==> src/verilog/vofr_pkg.sv <==
// Constants, field layout and state encoding for the per-channel
// output over/undervoltage fault response block.
// Assumes a 100 MHz core clock shared by all users of this package.
package vofr_pkg;

    // Core clock period
    localparam int CLK_PERIOD_NS = 10;

    // Supervisor sample period and its length in clock cycles
    localparam int SAMPLE_PERIOD_NS = 12200;
    localparam int SAMPLE_CYCLES    = SAMPLE_PERIOD_NS / CLK_PERIOD_NS;

    // Turn-off delay is counted in 10 us units
    localparam int TOFF_UNIT_NS     = 10000;
    localparam int TOFF_UNIT_CYCLES = TOFF_UNIT_NS / CLK_PERIOD_NS;

    // Ceiling on the effective turn-off delay, in ms and in units
    localparam int TOFF_CAP_MS      = 13100;
    localparam logic [20:0] TOFF_CAP_UNITS =
        21'(TOFF_CAP_MS * 1000 / (TOFF_UNIT_NS / 1000));

    // Response setting field positions
    localparam int ACT_HI   = 7;
    localparam int ACT_LO   = 6;
    localparam int RETRY_HI = 5;
    localparam int RETRY_LO = 3;
    localparam int DLY_HI   = 2;
    localparam int DLY_LO   = 0;

    // Response setting reset values
    localparam logic [7:0] OV_CFG_RESET = 8'h00;
    localparam logic [7:0] UV_CFG_RESET = 8'h00;

    // Response action codes
    localparam logic [1:0] ACT_CONTINUE = 2'h0;
    localparam logic [1:0] ACT_DEGLITCH = 2'h1;

    // Channel states, Gray coded along run, deglitch, turn-off, off
    typedef enum logic [1:0] {
        ST_RUN      = 2'h0,
        ST_DEGLITCH = 2'h1,
        ST_TOFF     = 2'h3,
        ST_OFF      = 2'h2
    } vofr_state_e;

endpackage : vofr_pkg

==> src/verilog/vofr_fault_response.sv <==
// One channel of output over/undervoltage fault response: sampling,
// deglitch, shutdown, turn-off delay, restart, status and alert.
// Assumes all inputs are synchronous to clk and that the host side
// delivers response-setting writes as single-cycle strobes.
//
// What this block does
// Action zero keeps channel running on fault
// Action one waits delay field times sample period
// Action one shuts down only if fault persists
// Action upper bit set shuts down without wait
// Mode selects immediate or sequenced turn-off
// Retry field sets restart policy after shutdown
// Retry zero holds output off until cleared
// Nonzero retry restarts up to global limit
// Off command or other fault stops restarts
// Action one delay zero turns channel off immediately
// Action one nonzero delay ignores fault that many samples
// Fault sets summary byte and word bits
// Fault sets channel voltage status bit
// Fault pulls active-low host alert line
// Current-mode odd channel ignores voltage faults
// Sequenced turn-off disables after turn-off delay
// Effective turn-off delay capped at 13.1 s
// Sample above/below fault limit flags fault
`timescale 1ns/1ns
module vofr_fault_response
(
    input  wire logic        clk,              // Core clock
    input  wire logic        rst,              // Async reset, high
    input  wire logic [15:0] sampleVoltage,    // Supervisor reading
    input  wire logic [15:0] ovFaultLimit,     // Overvoltage limit
    input  wire logic [15:0] uvFaultLimit,     // Undervoltage limit
    input  wire logic        cfgWrite,         // Setting write strobe
    input  wire logic        cfgSelUv,         // 1 selects UV setting
    input  wire logic [7:0]  cfgData,          // Setting write data
    input  wire logic [2:0]  retryLimit,       // Global retry count
    input  wire logic        sequencedOff,     // 1 uses turn-off delay
    input  wire logic [20:0] toffDelay,        // Turn-off delay, 10 us
    input  wire logic        channelOn,        // Pin and command on
    input  wire logic        otherFault,       // Other fault shutdown
    input  wire logic        currentMode,      // Odd channel in I mode
    input  wire logic        faultClear,       // Clears latched off
    input  wire logic        statusClear,      // Clears status bits
    output logic [7:0]       ovResponseCfg,    // OV setting readback
    output logic [7:0]       uvResponseCfg,    // UV setting readback
    output logic             channelEnable,    // Converter enable
    output logic             statusVoutOv,     // Channel OV status
    output logic             statusVoutUv,     // Channel UV status
    output logic             statusByteVout,   // Summary byte bit
    output logic             statusWordVout,   // Summary word bit
    output logic             hostAlertLineOut, // Alert pin level
    output logic             hostAlertLineOe   // High while pulling
);

    // Action field of a response setting
    function automatic logic [1:0] fieldAction(input logic [7:0] c);
        fieldAction = c[vofr_pkg::ACT_HI:vofr_pkg::ACT_LO];
    endfunction : fieldAction
    // Retry field of a response setting
    function automatic logic [2:0] fieldRetry(input logic [7:0] c);
        fieldRetry = c[vofr_pkg::RETRY_HI:vofr_pkg::RETRY_LO];
    endfunction : fieldRetry
    // Deglitch sample count of a response setting
    function automatic logic [2:0] fieldDelay(input logic [7:0] c);
        fieldDelay = c[vofr_pkg::DLY_HI:vofr_pkg::DLY_LO];
    endfunction : fieldDelay

    // Response setting registers
    logic [7:0]  next_ovResponseCfg;
    logic [7:0]  next_uvResponseCfg;
    // Sample timer
    logic [10:0] sampleTimer;          // Cycles into sample period
    logic [10:0] next_sampleTimer;
    logic        sampleTick;           // One cycle per sample
    // Detection of this sample
    logic        ovNow;                // OV seen on this sample
    logic        uvNow;                // UV seen on this sample
    logic        anyNow;               // Either fault this sample
    // Channel state
    vofr_pkg::vofr_state_e state;
    vofr_pkg::vofr_state_e next_state;
    logic        kindOv;               // Latched fault was OV
    logic        next_kindOv;
    logic [2:0]  degCount;             // Samples left to deglitch
    logic [2:0]  next_degCount;
    logic [20:0] toffUnits;            // Elapsed turn-off units
    logic [20:0] next_toffUnits;
    logic [9:0]  toffPre;              // Cycles into one unit
    logic [9:0]  next_toffPre;
    logic [2:0]  retryCount;           // Restarts made so far
    logic [2:0]  next_retryCount;
    logic        retryStop;            // Restarts barred
    logic        next_retryStop;
    logic        next_channelEnable;
    // Status bits
    logic        next_statusVoutOv;
    logic        next_statusVoutUv;

    // Helper terms
    logic [7:0]  newCfg;               // Setting of the new fault
    logic [7:0]  heldCfg;              // Setting of latched fault
    logic        heldNow;              // Latched kind present now
    logic [20:0] toffEff;              // Capped turn-off delay

    // Setting register update; a write strobe picks one setting
    always_comb
    begin
        next_ovResponseCfg = (cfgWrite && !cfgSelUv) ? cfgData
                                                     : ovResponseCfg;
        next_uvResponseCfg = (cfgWrite && cfgSelUv) ? cfgData
                                                    : uvResponseCfg;
    end
    // Setting registers
    always_ff @(posedge clk or posedge rst)
    begin
        if (rst)
        begin
            ovResponseCfg <= vofr_pkg::OV_CFG_RESET;
            uvResponseCfg <= vofr_pkg::UV_CFG_RESET;
        end
        else
        begin
            ovResponseCfg <= next_ovResponseCfg;
            uvResponseCfg <= next_uvResponseCfg;
        end
    end

    // Sample period divider
    always_comb
    begin
        sampleTick = sampleTimer == 11'(vofr_pkg::SAMPLE_CYCLES - 1);
        next_sampleTimer = sampleTick ? 11'h000 : sampleTimer + 11'h001;
    end
    // Sample timer register
    always_ff @(posedge clk or posedge rst)
    begin
        if (rst)
        begin
            sampleTimer <= 11'h000;
        end
        else
        begin
            sampleTimer <= next_sampleTimer;
        end
    end

    // Limit comparison on each sample, masked in current mode
    always_comb
    begin
        ovNow  = sampleTick && !currentMode &&
                 (sampleVoltage > ovFaultLimit);
        uvNow  = sampleTick && !currentMode &&
                 (sampleVoltage < uvFaultLimit);
        anyNow = ovNow || uvNow;
    end
    // Setting selection and turn-off ceiling
    always_comb
    begin
        newCfg  = ovNow ? ovResponseCfg : uvResponseCfg;
        heldCfg = kindOv ? ovResponseCfg : uvResponseCfg;
        heldNow = kindOv ? ovNow : uvNow;
        toffEff = (toffDelay > vofr_pkg::TOFF_CAP_UNITS) ?
                  vofr_pkg::TOFF_CAP_UNITS : toffDelay;
    end

    // Channel state next values
    always_comb
    begin
        next_state      = state;
        next_kindOv     = kindOv;
        next_degCount   = degCount;
        next_toffUnits  = toffUnits;
        next_toffPre    = toffPre;
        next_retryCount = retryCount;
        next_retryStop  = retryStop;
        unique case (state)
            // Running: judge a new fault by its action field
            vofr_pkg::ST_RUN:
            begin
                if (anyNow &&
                    fieldAction(newCfg) != vofr_pkg::ACT_CONTINUE)
                begin
                    next_kindOv = ovNow;
                    if (fieldAction(newCfg) == vofr_pkg::ACT_DEGLITCH &&
                        fieldDelay(newCfg) != 3'h0)
                    begin
                        // Wait out the deglitch samples
                        next_state    = vofr_pkg::ST_DEGLITCH;
                        next_degCount = fieldDelay(newCfg);
                    end
                    else if (sequencedOff)
                    begin
                        // Upper bit or zero delay: no wait
                        next_state     = vofr_pkg::ST_TOFF;
                        next_toffUnits = 21'h000000;
                        next_toffPre   = 10'h000;
                    end
                    else
                    begin
                        next_state = vofr_pkg::ST_OFF;
                    end
                end
            end
            // Deglitch: count samples, then check persistence
            vofr_pkg::ST_DEGLITCH:
            begin
                if (sampleTick)
                begin
                    if (degCount != 3'h1)
                    begin
                        next_degCount = degCount - 3'h1;
                    end
                    else if (!heldNow)
                    begin
                        next_state = vofr_pkg::ST_RUN;
                    end
                    else if (sequencedOff)
                    begin
                        next_state     = vofr_pkg::ST_TOFF;
                        next_toffUnits = 21'h000000;
                        next_toffPre   = 10'h000;
                    end
                    else
                    begin
                        next_state = vofr_pkg::ST_OFF;
                    end
                end
            end
            // Sequenced turn-off: enable stays on for the delay
            vofr_pkg::ST_TOFF:
            begin
                if (toffUnits >= toffEff)
                begin
                    next_state = vofr_pkg::ST_OFF;
                end
                else if (toffPre ==
                         10'(vofr_pkg::TOFF_UNIT_CYCLES - 1))
                begin
                    next_toffPre   = 10'h000;
                    next_toffUnits = toffUnits + 21'h000001;
                end
                else
                begin
                    next_toffPre = toffPre + 10'h001;
                end
            end
            // Off: wait for a clear or a permitted restart
            vofr_pkg::ST_OFF:
            begin
                if (!channelOn || otherFault)
                begin
                    next_retryStop = 1'b1;
                end
                if (faultClear)
                begin
                    next_state      = vofr_pkg::ST_RUN;
                    next_retryCount = 3'h0;
                    next_retryStop  = 1'b0;
                end
                else if (fieldRetry(heldCfg) != 3'h0 &&
                         !retryStop && channelOn && !otherFault &&
                         retryCount < retryLimit &&
                         sampleTick && !anyNow)
                begin
                    next_state      = vofr_pkg::ST_RUN;
                    next_retryCount = retryCount + 3'h1;
                end
            end
        endcase
        // Converter enable follows the commanded state
        next_channelEnable = channelOn &&
                             (next_state != vofr_pkg::ST_OFF);
        // Sticky status; a new fault wins over a clear
        next_statusVoutOv = (statusVoutOv && !statusClear) || ovNow;
        next_statusVoutUv = (statusVoutUv && !statusClear) || uvNow;
    end

    // Channel state registers
    always_ff @(posedge clk or posedge rst)
    begin
        if (rst)
        begin
            state         <= vofr_pkg::ST_RUN;
            kindOv        <= 1'b0;
            degCount      <= 3'h0;
            toffUnits     <= 21'h000000;
            toffPre       <= 10'h000;
            retryCount    <= 3'h0;
            retryStop     <= 1'b0;
            channelEnable <= 1'b0;
            statusVoutOv  <= 1'b0;
            statusVoutUv  <= 1'b0;
        end
        else
        begin
            state         <= next_state;
            kindOv        <= next_kindOv;
            degCount      <= next_degCount;
            toffUnits     <= next_toffUnits;
            toffPre       <= next_toffPre;
            retryCount    <= next_retryCount;
            retryStop     <= next_retryStop;
            channelEnable <= next_channelEnable;
            statusVoutOv  <= next_statusVoutOv;
            statusVoutUv  <= next_statusVoutUv;
        end
    end

    // Summary bits and open-drain alert, any action code
    assign statusByteVout   = statusVoutOv || statusVoutUv;
    assign statusWordVout   = statusVoutOv || statusVoutUv;
    assign hostAlertLineOut = 1'b0;
    assign hostAlertLineOe  = statusVoutOv || statusVoutUv;
endmodule : vofr_fault_response

==> config.mk <==
export PLATFORM = sky130hd
export DESIGN_NAME = vofr_fault_response
export DESIGN_NICKNAME = d
export VERILOG_FILES = /design/src/verilog/vofr_pkg.sv /design/src/verilog/vofr_fault_response.sv
export SDC_FILE = /design/constraint.sdc
export NUM_CORES = 1
export LEC_CHECK = 0
export BUFFER_PORTS_ARGS = -buffer_cell sky130_fd_sc_hd__clkbuf_2
export CORE_ASPECT_RATIO = 1.1
export CORE_MARGIN = 3
export CORE_UTILIZATION = 45
export CTS_CLUSTER_DIAMETER = 50
export DETAILED_ROUTE_END_ITERATION = 8
export MAX_ROUTING_LAYER = met4
export PLACE_DENSITY_LB_ADDON = 0.25
export SETUP_SLACK_MARGIN = 0.3
export SYNTH_ARGS = -nofsm -noshare
export SYNTH_HDL_FRONTEND = slang
export SYNTH_SLANG_ARGS = --single-unit
==> constraint.sdc <==
create_clock -name clk -period 2.4 [get_ports clk]
set_clock_uncertainty 0.1 [all_clocks]
set_input_delay 0.12 -clock clk [delete_from_list [all_inputs] [get_ports clk]]
set_output_delay 0.12 -clock clk [all_outputs]
set_load 0.01 [all_outputs]
### Word level (Yosys, flattened, before mapping)

Index checks and enable logic that the tools add are counted.

* register bits after elaboration: 71
* bits in latches: 0
* RAM bits: 0
* ROM bits: 0
* input bits: 90
* output and inout bits: 23
* logic and storage cells: 124
* memories kept: 0

* add/sub/neg operators: 5
* $mul: 0
* div/mod/pow operators: 0
* magnitude comparators: 5
* equal/unequal tests: 17
* shift operators: 0
* multiplexer cells: 42
* bitwise gates (word level): 0
* reduce and logical (&&, ||, !) cells: 42

Operators with widths (count)
* 21-bit two-way mux: 9
* 10-bit two-way mux: 8
* 21-bit case mux with 3 select lines: 1
* 10-bit case mux with 3 select lines: 1
* 21-bit by 1-bit adder with 21-bit output (second input constant): 1
* 21-bit >= comparator: 1
* 21-bit greater-than comparator (second input constant): 1
* 2-bit != test (second input constant): 10
* 3-bit two-way mux: 6
* 16-bit greater-than comparator: 1
* 1-bit logical AND: 16
* 16-bit < comparator: 1
* 2-bit two-way mux: 8
* 11-bit by 1-bit adder with 11-bit output (second input constant): 1
* 11-bit == test (second input constant): 1
* 11-bit two-way mux: 1
* 10-bit by 1-bit adder with 10-bit output (second input constant): 1
* 10-bit == test (second input constant): 1
* 3-bit nonzero test: 3
* 8-bit two-way mux: 1
* 2-bit case mux with 4 select lines: 1
* 8-bit AND reduction: 1
* 2-bit nonzero test: 4
* 1-bit zero test: 7
* 14 further kinds: 25

### Depth between registers and ports, before layout

* word-level depth: 13
* mapped depth: 18
* gate-level depth less buffers: 16

### Worst setup path after synthesis

OpenSTA, ideal clock, no wires.

* path kind: in2reg
* from: input port toffDelay[0]
* to: register toffUnits[6]
* setup time: 65 ps
* data arrival time: 3609 ps
* required time: 2235 ps
* slack: -1374 ps
* stages on the path: 18
* buffers on the path: 2
* cells stage by stage: or4_1 -> a311o_1 -> a21oi_1 -> nor3_1 -> nor3_1 -> nor2_1 -> clkbuf_1 -> nor2_1 -> ha_1 -> nand4_1 -> nor4_1 -> a211oi_1 -> nand3_1 -> o31ai_1 -> nand3_1 -> clkbuf_1 -> nor3_1 -> o22a_1

* longest elaborated chain between the ends: 5

Ends and longest elaborated chain
* start, declared: RTL line vofr_fault_response.sv:38 `input wire logic [20:0] toffDelay,`
* 21-bit greater-than comparator: RTL line vofr_fault_response.sv:162 `toffEff = (toffDelay > vofr_pkg::TOFF_CAP_UNITS) ?`
* 21-bit two-way mux *: RTL line vofr_fault_response.sv:162
* 21-bit >= comparator *: RTL line vofr_fault_response.sv:232 `if (toffUnits >= toffEff)`
* 2-bit != test (no line) *
* 8-bit AND reduction (no line) *
* end signal, assigned: RTL line vofr_fault_response.sv:299 `toffUnits <= next_toffUnits;`
* end, declared: RTL line vofr_fault_response.sv:86 `logic [20:0] toffUnits;`

Mark *: on every way between the ends. The rest lies on a longest branch, timed or not.
A chain may end at the register's enable or synchronous reset.

### Worst setup path in the final report

* from: input port toffDelay[0]
* to: register toffPre[2]

* longest elaborated chain between the ends: 5

Ends and longest elaborated chain
* 21-bit greater-than comparator: RTL line vofr_fault_response.sv:162
* 21-bit two-way mux *: RTL line vofr_fault_response.sv:162
* 21-bit >= comparator *: RTL line vofr_fault_response.sv:232
* 2-bit != test (no line) *
* 7-bit AND reduction (no line) *
* end signal, assigned: RTL line vofr_fault_response.sv:300 `toffPre <= next_toffPre;`
* end, declared: RTL line vofr_fault_response.sv:88 `logic [9:0] toffPre;`

Marked as above.

==> results.ini <==
[synth]
synth.most_common_cell=dfrtp_1
syn_nets=742
syn_area_per_cell_um2=8.92
synth-seq-area-share_pct=33.7
syn-cell-area_um2=5280
yosysTopAreaCellShare_pct=33.7
netlist_instances=592
synth_seq_cells=71
synthDistinctLibCells=64
yosysTopAreaCell=dfrtp_1
async_flop_share_pct=100
yosysWarnings=0
synth_common_cells=dfrtp_1 (71), ha_1 (60), nand2_1 (55)
synthFlopType=dfrtp_1
synth_edf_count=0
synth_area_leaders=dfrtp_1 (34%), ha_1 (14%), nand2_1 (3.9%)

[die]
fp.dieArea_um2=13100
initial_utilization_pct=47.1
rows=40
pin_count=113
fp.dieH_um=120
core_um2=11200
die_w_um=109

[sta]
final_hold_viol_count=0
slew_headroom_pct=31.4
finalCritPeriodShare_pct=147
setup_viol_count_final=40
setup_tns_ps=-35610
fmax_mhz=283
rsz0062_at_grt=true
fin_crit_ps=3530
timing.final.max_slew_violations=0
finalWorstSetupSlack_ps=-1130
worst_slew_pin_slew_ps=1020

[routing]
final_antenna_net_count=0
drc_errors=0
via_per_inst=5.45
routed_wirelength_mm=15.8
drt_iter0_markers=209
wire_per_inst_um=16.0
first_pass_iters=4
vias=5364

[place]
dp.final_hpwl_mm=11.9
dpl_cell_area_um2=6810
io_buffers=111
pre_cts_ws_ps=-1500
routabilityCongestion=0.903

[global_routing]
gr-total-overflow=0
antenna_found_initial=0
grt_usage_pct=24.8
grt_pass1_wl_mm=25.5
grt_start_max_net_pins=28
grt_pass1_vias=5646

[power_and_ir_drop]
p_leak_nw=3.84
power_density_nw_per_um2=433
finalPower_mw=3.35
ir_worst_vdd_mv=0.451

[cts]
htreeDepth=3
clkLatencyLatePin_ps=330
cts_buffer_depth=2
cts_root_buffer=clkbuf_16
path_clk_slew_ps=60
clock_sinks=71
cts_made_buffers=9
cts_tree=yes

[worst_setup_path]
path_class=in2reg
r2r_start=toffUnits[1]
required_ps=2520
cp-startpoint=toffDelay[0]
crit_path_end_kind=flop
reg2reg_slack_ps=-300
crit_arrival_ps=3650
cp_max_fo=7
start_kind=input port

[final_layout]
stdcell_area_um2=7740
area_delta_synth_final_pct=46.6
drive_above_1_share_pct=39.3
nets=983
num_antenna_cells=0

[outcome]
violations=setup timing
status=finished, violations left

[worst_hold_path]
hp-start=faultClear
hp-class=in2reg

[job]
maxCapViolCount=0

-- flip-flops by register name, summed over array words and instances, names as in the netlist --
signal / cells
retryStop: 1
toffPre: 10
channelEnable: 1
kindOv: 1
statusVoutOv: 1
retryCount: 3
state: 2
sampleTimer: 11
ovResponseCfg: 8
degCount: 3
statusVoutUv: 1
toffUnits: 21
uvResponseCfg: 8
-- worst max-delay path, cell delays in order --
cell and delay, ps:
buf_6 90, or4_1 520, a311o_1 300, a21oi_2 150, nor3_2 50, nor3_2 130
nand2b_4 240, nand2_4 70, ha_4 230, nor2b_1 120, o21a_1 170, o21ai_2 160
a2111oi_4 110, o31ai_4 390, a32o_2 240, buf_4 170, nand2_4 70, a211o_1 300
-- repair_timing --
action,4_1_cts,5_1_grt
hold buffers,11,0
cloned,1,2
pin swaps,21,19
endpoints found under the hold margin,44,0
resized for setup,47,24
endpoints found under the setup margin,41,42
setup buffers,10,6
-- metrics by stage --
step,utilization [%],hold slack [ps],cells
finish,69.0,112,984
global route,69.0,124,984
CTS,67.6,95.4,976
detailed placement,60.8,100,939
global placement,60.8,102,939
floorplan,-,123,592
-- report_power, final --
group	total, mW	internal, mW	switching, mW	leakage (nW)
Combinational	0.642	0.317	0.325	2.76
Clock	1.40	0.901	0.502	0.151
Sequential	1.30	1.25	0.0535	0.936
Total	3.35	2.47	0.881	3.84
-- cell usage in the layout (no fill, tap or decap), types with 16 or more instances in the layout --
master    instances
inv_1            50
a21oi_1          16
dfrtp_1          71
buf_4           108
mux2_2           16
ha_1             53
nor2_1           46
nand3_1          21
nand2_1          50
o21ai_0          23
nand4_1          20
nor2b_1          17
clkbuf_2        109
o22a_1           22
-- final timing paths --
check,cells after the start,endpoint
worst min-delay path,3,retryCount[0]
worst max register to register,10,toffPre[2]
min in group asynchronous,3,toffPre[0]
worst max-delay path,18,toffPre[2]
max in group asynchronous,4,toffUnits[1]
worst min register to register,2,retryStop
-- logic make-up (layout without fill, tap and decap cells) --
| logic type | count (synthesis) | after routing | synth area share [%] |
|---|---|---|---|
| simple gates | 240 | 242 | 23.9 |
| compound gates | 118 | 118 | 15.8 |
| flops | 71 | 71 | 33.7 |
| buf+inv | 65 | 308 | 5.10 |
| fa+ha+maj | 60 | 60 | 14.2 |
| mux | 26 | 26 | 5.36 |
| xor+xnor | 11 | 11 | 1.83 |
| other cells | 1 | 1 | 0.0710 |
-- area by class of cell --
type	instances	area (um2)
multi-input cells	458	3650
clock buffers	9	225
repair buffers	242	1620
well taps	147	184
flip-flops and latches	71	1780
clock inverters	6	86.3
inverters	51	191
fillers	885	3470
-- routing by layer --
metal  global-route usage (%)  vias up  share of wire [%]
met5                        -        -                  0
met4                     7.40        0                2.0
met3                     3.07       23                3.1
met2                     43.4      118                 52
met1                     29.8     2593                 43
li1                         -     2630                  -
(Power assumes the default switching activity.)
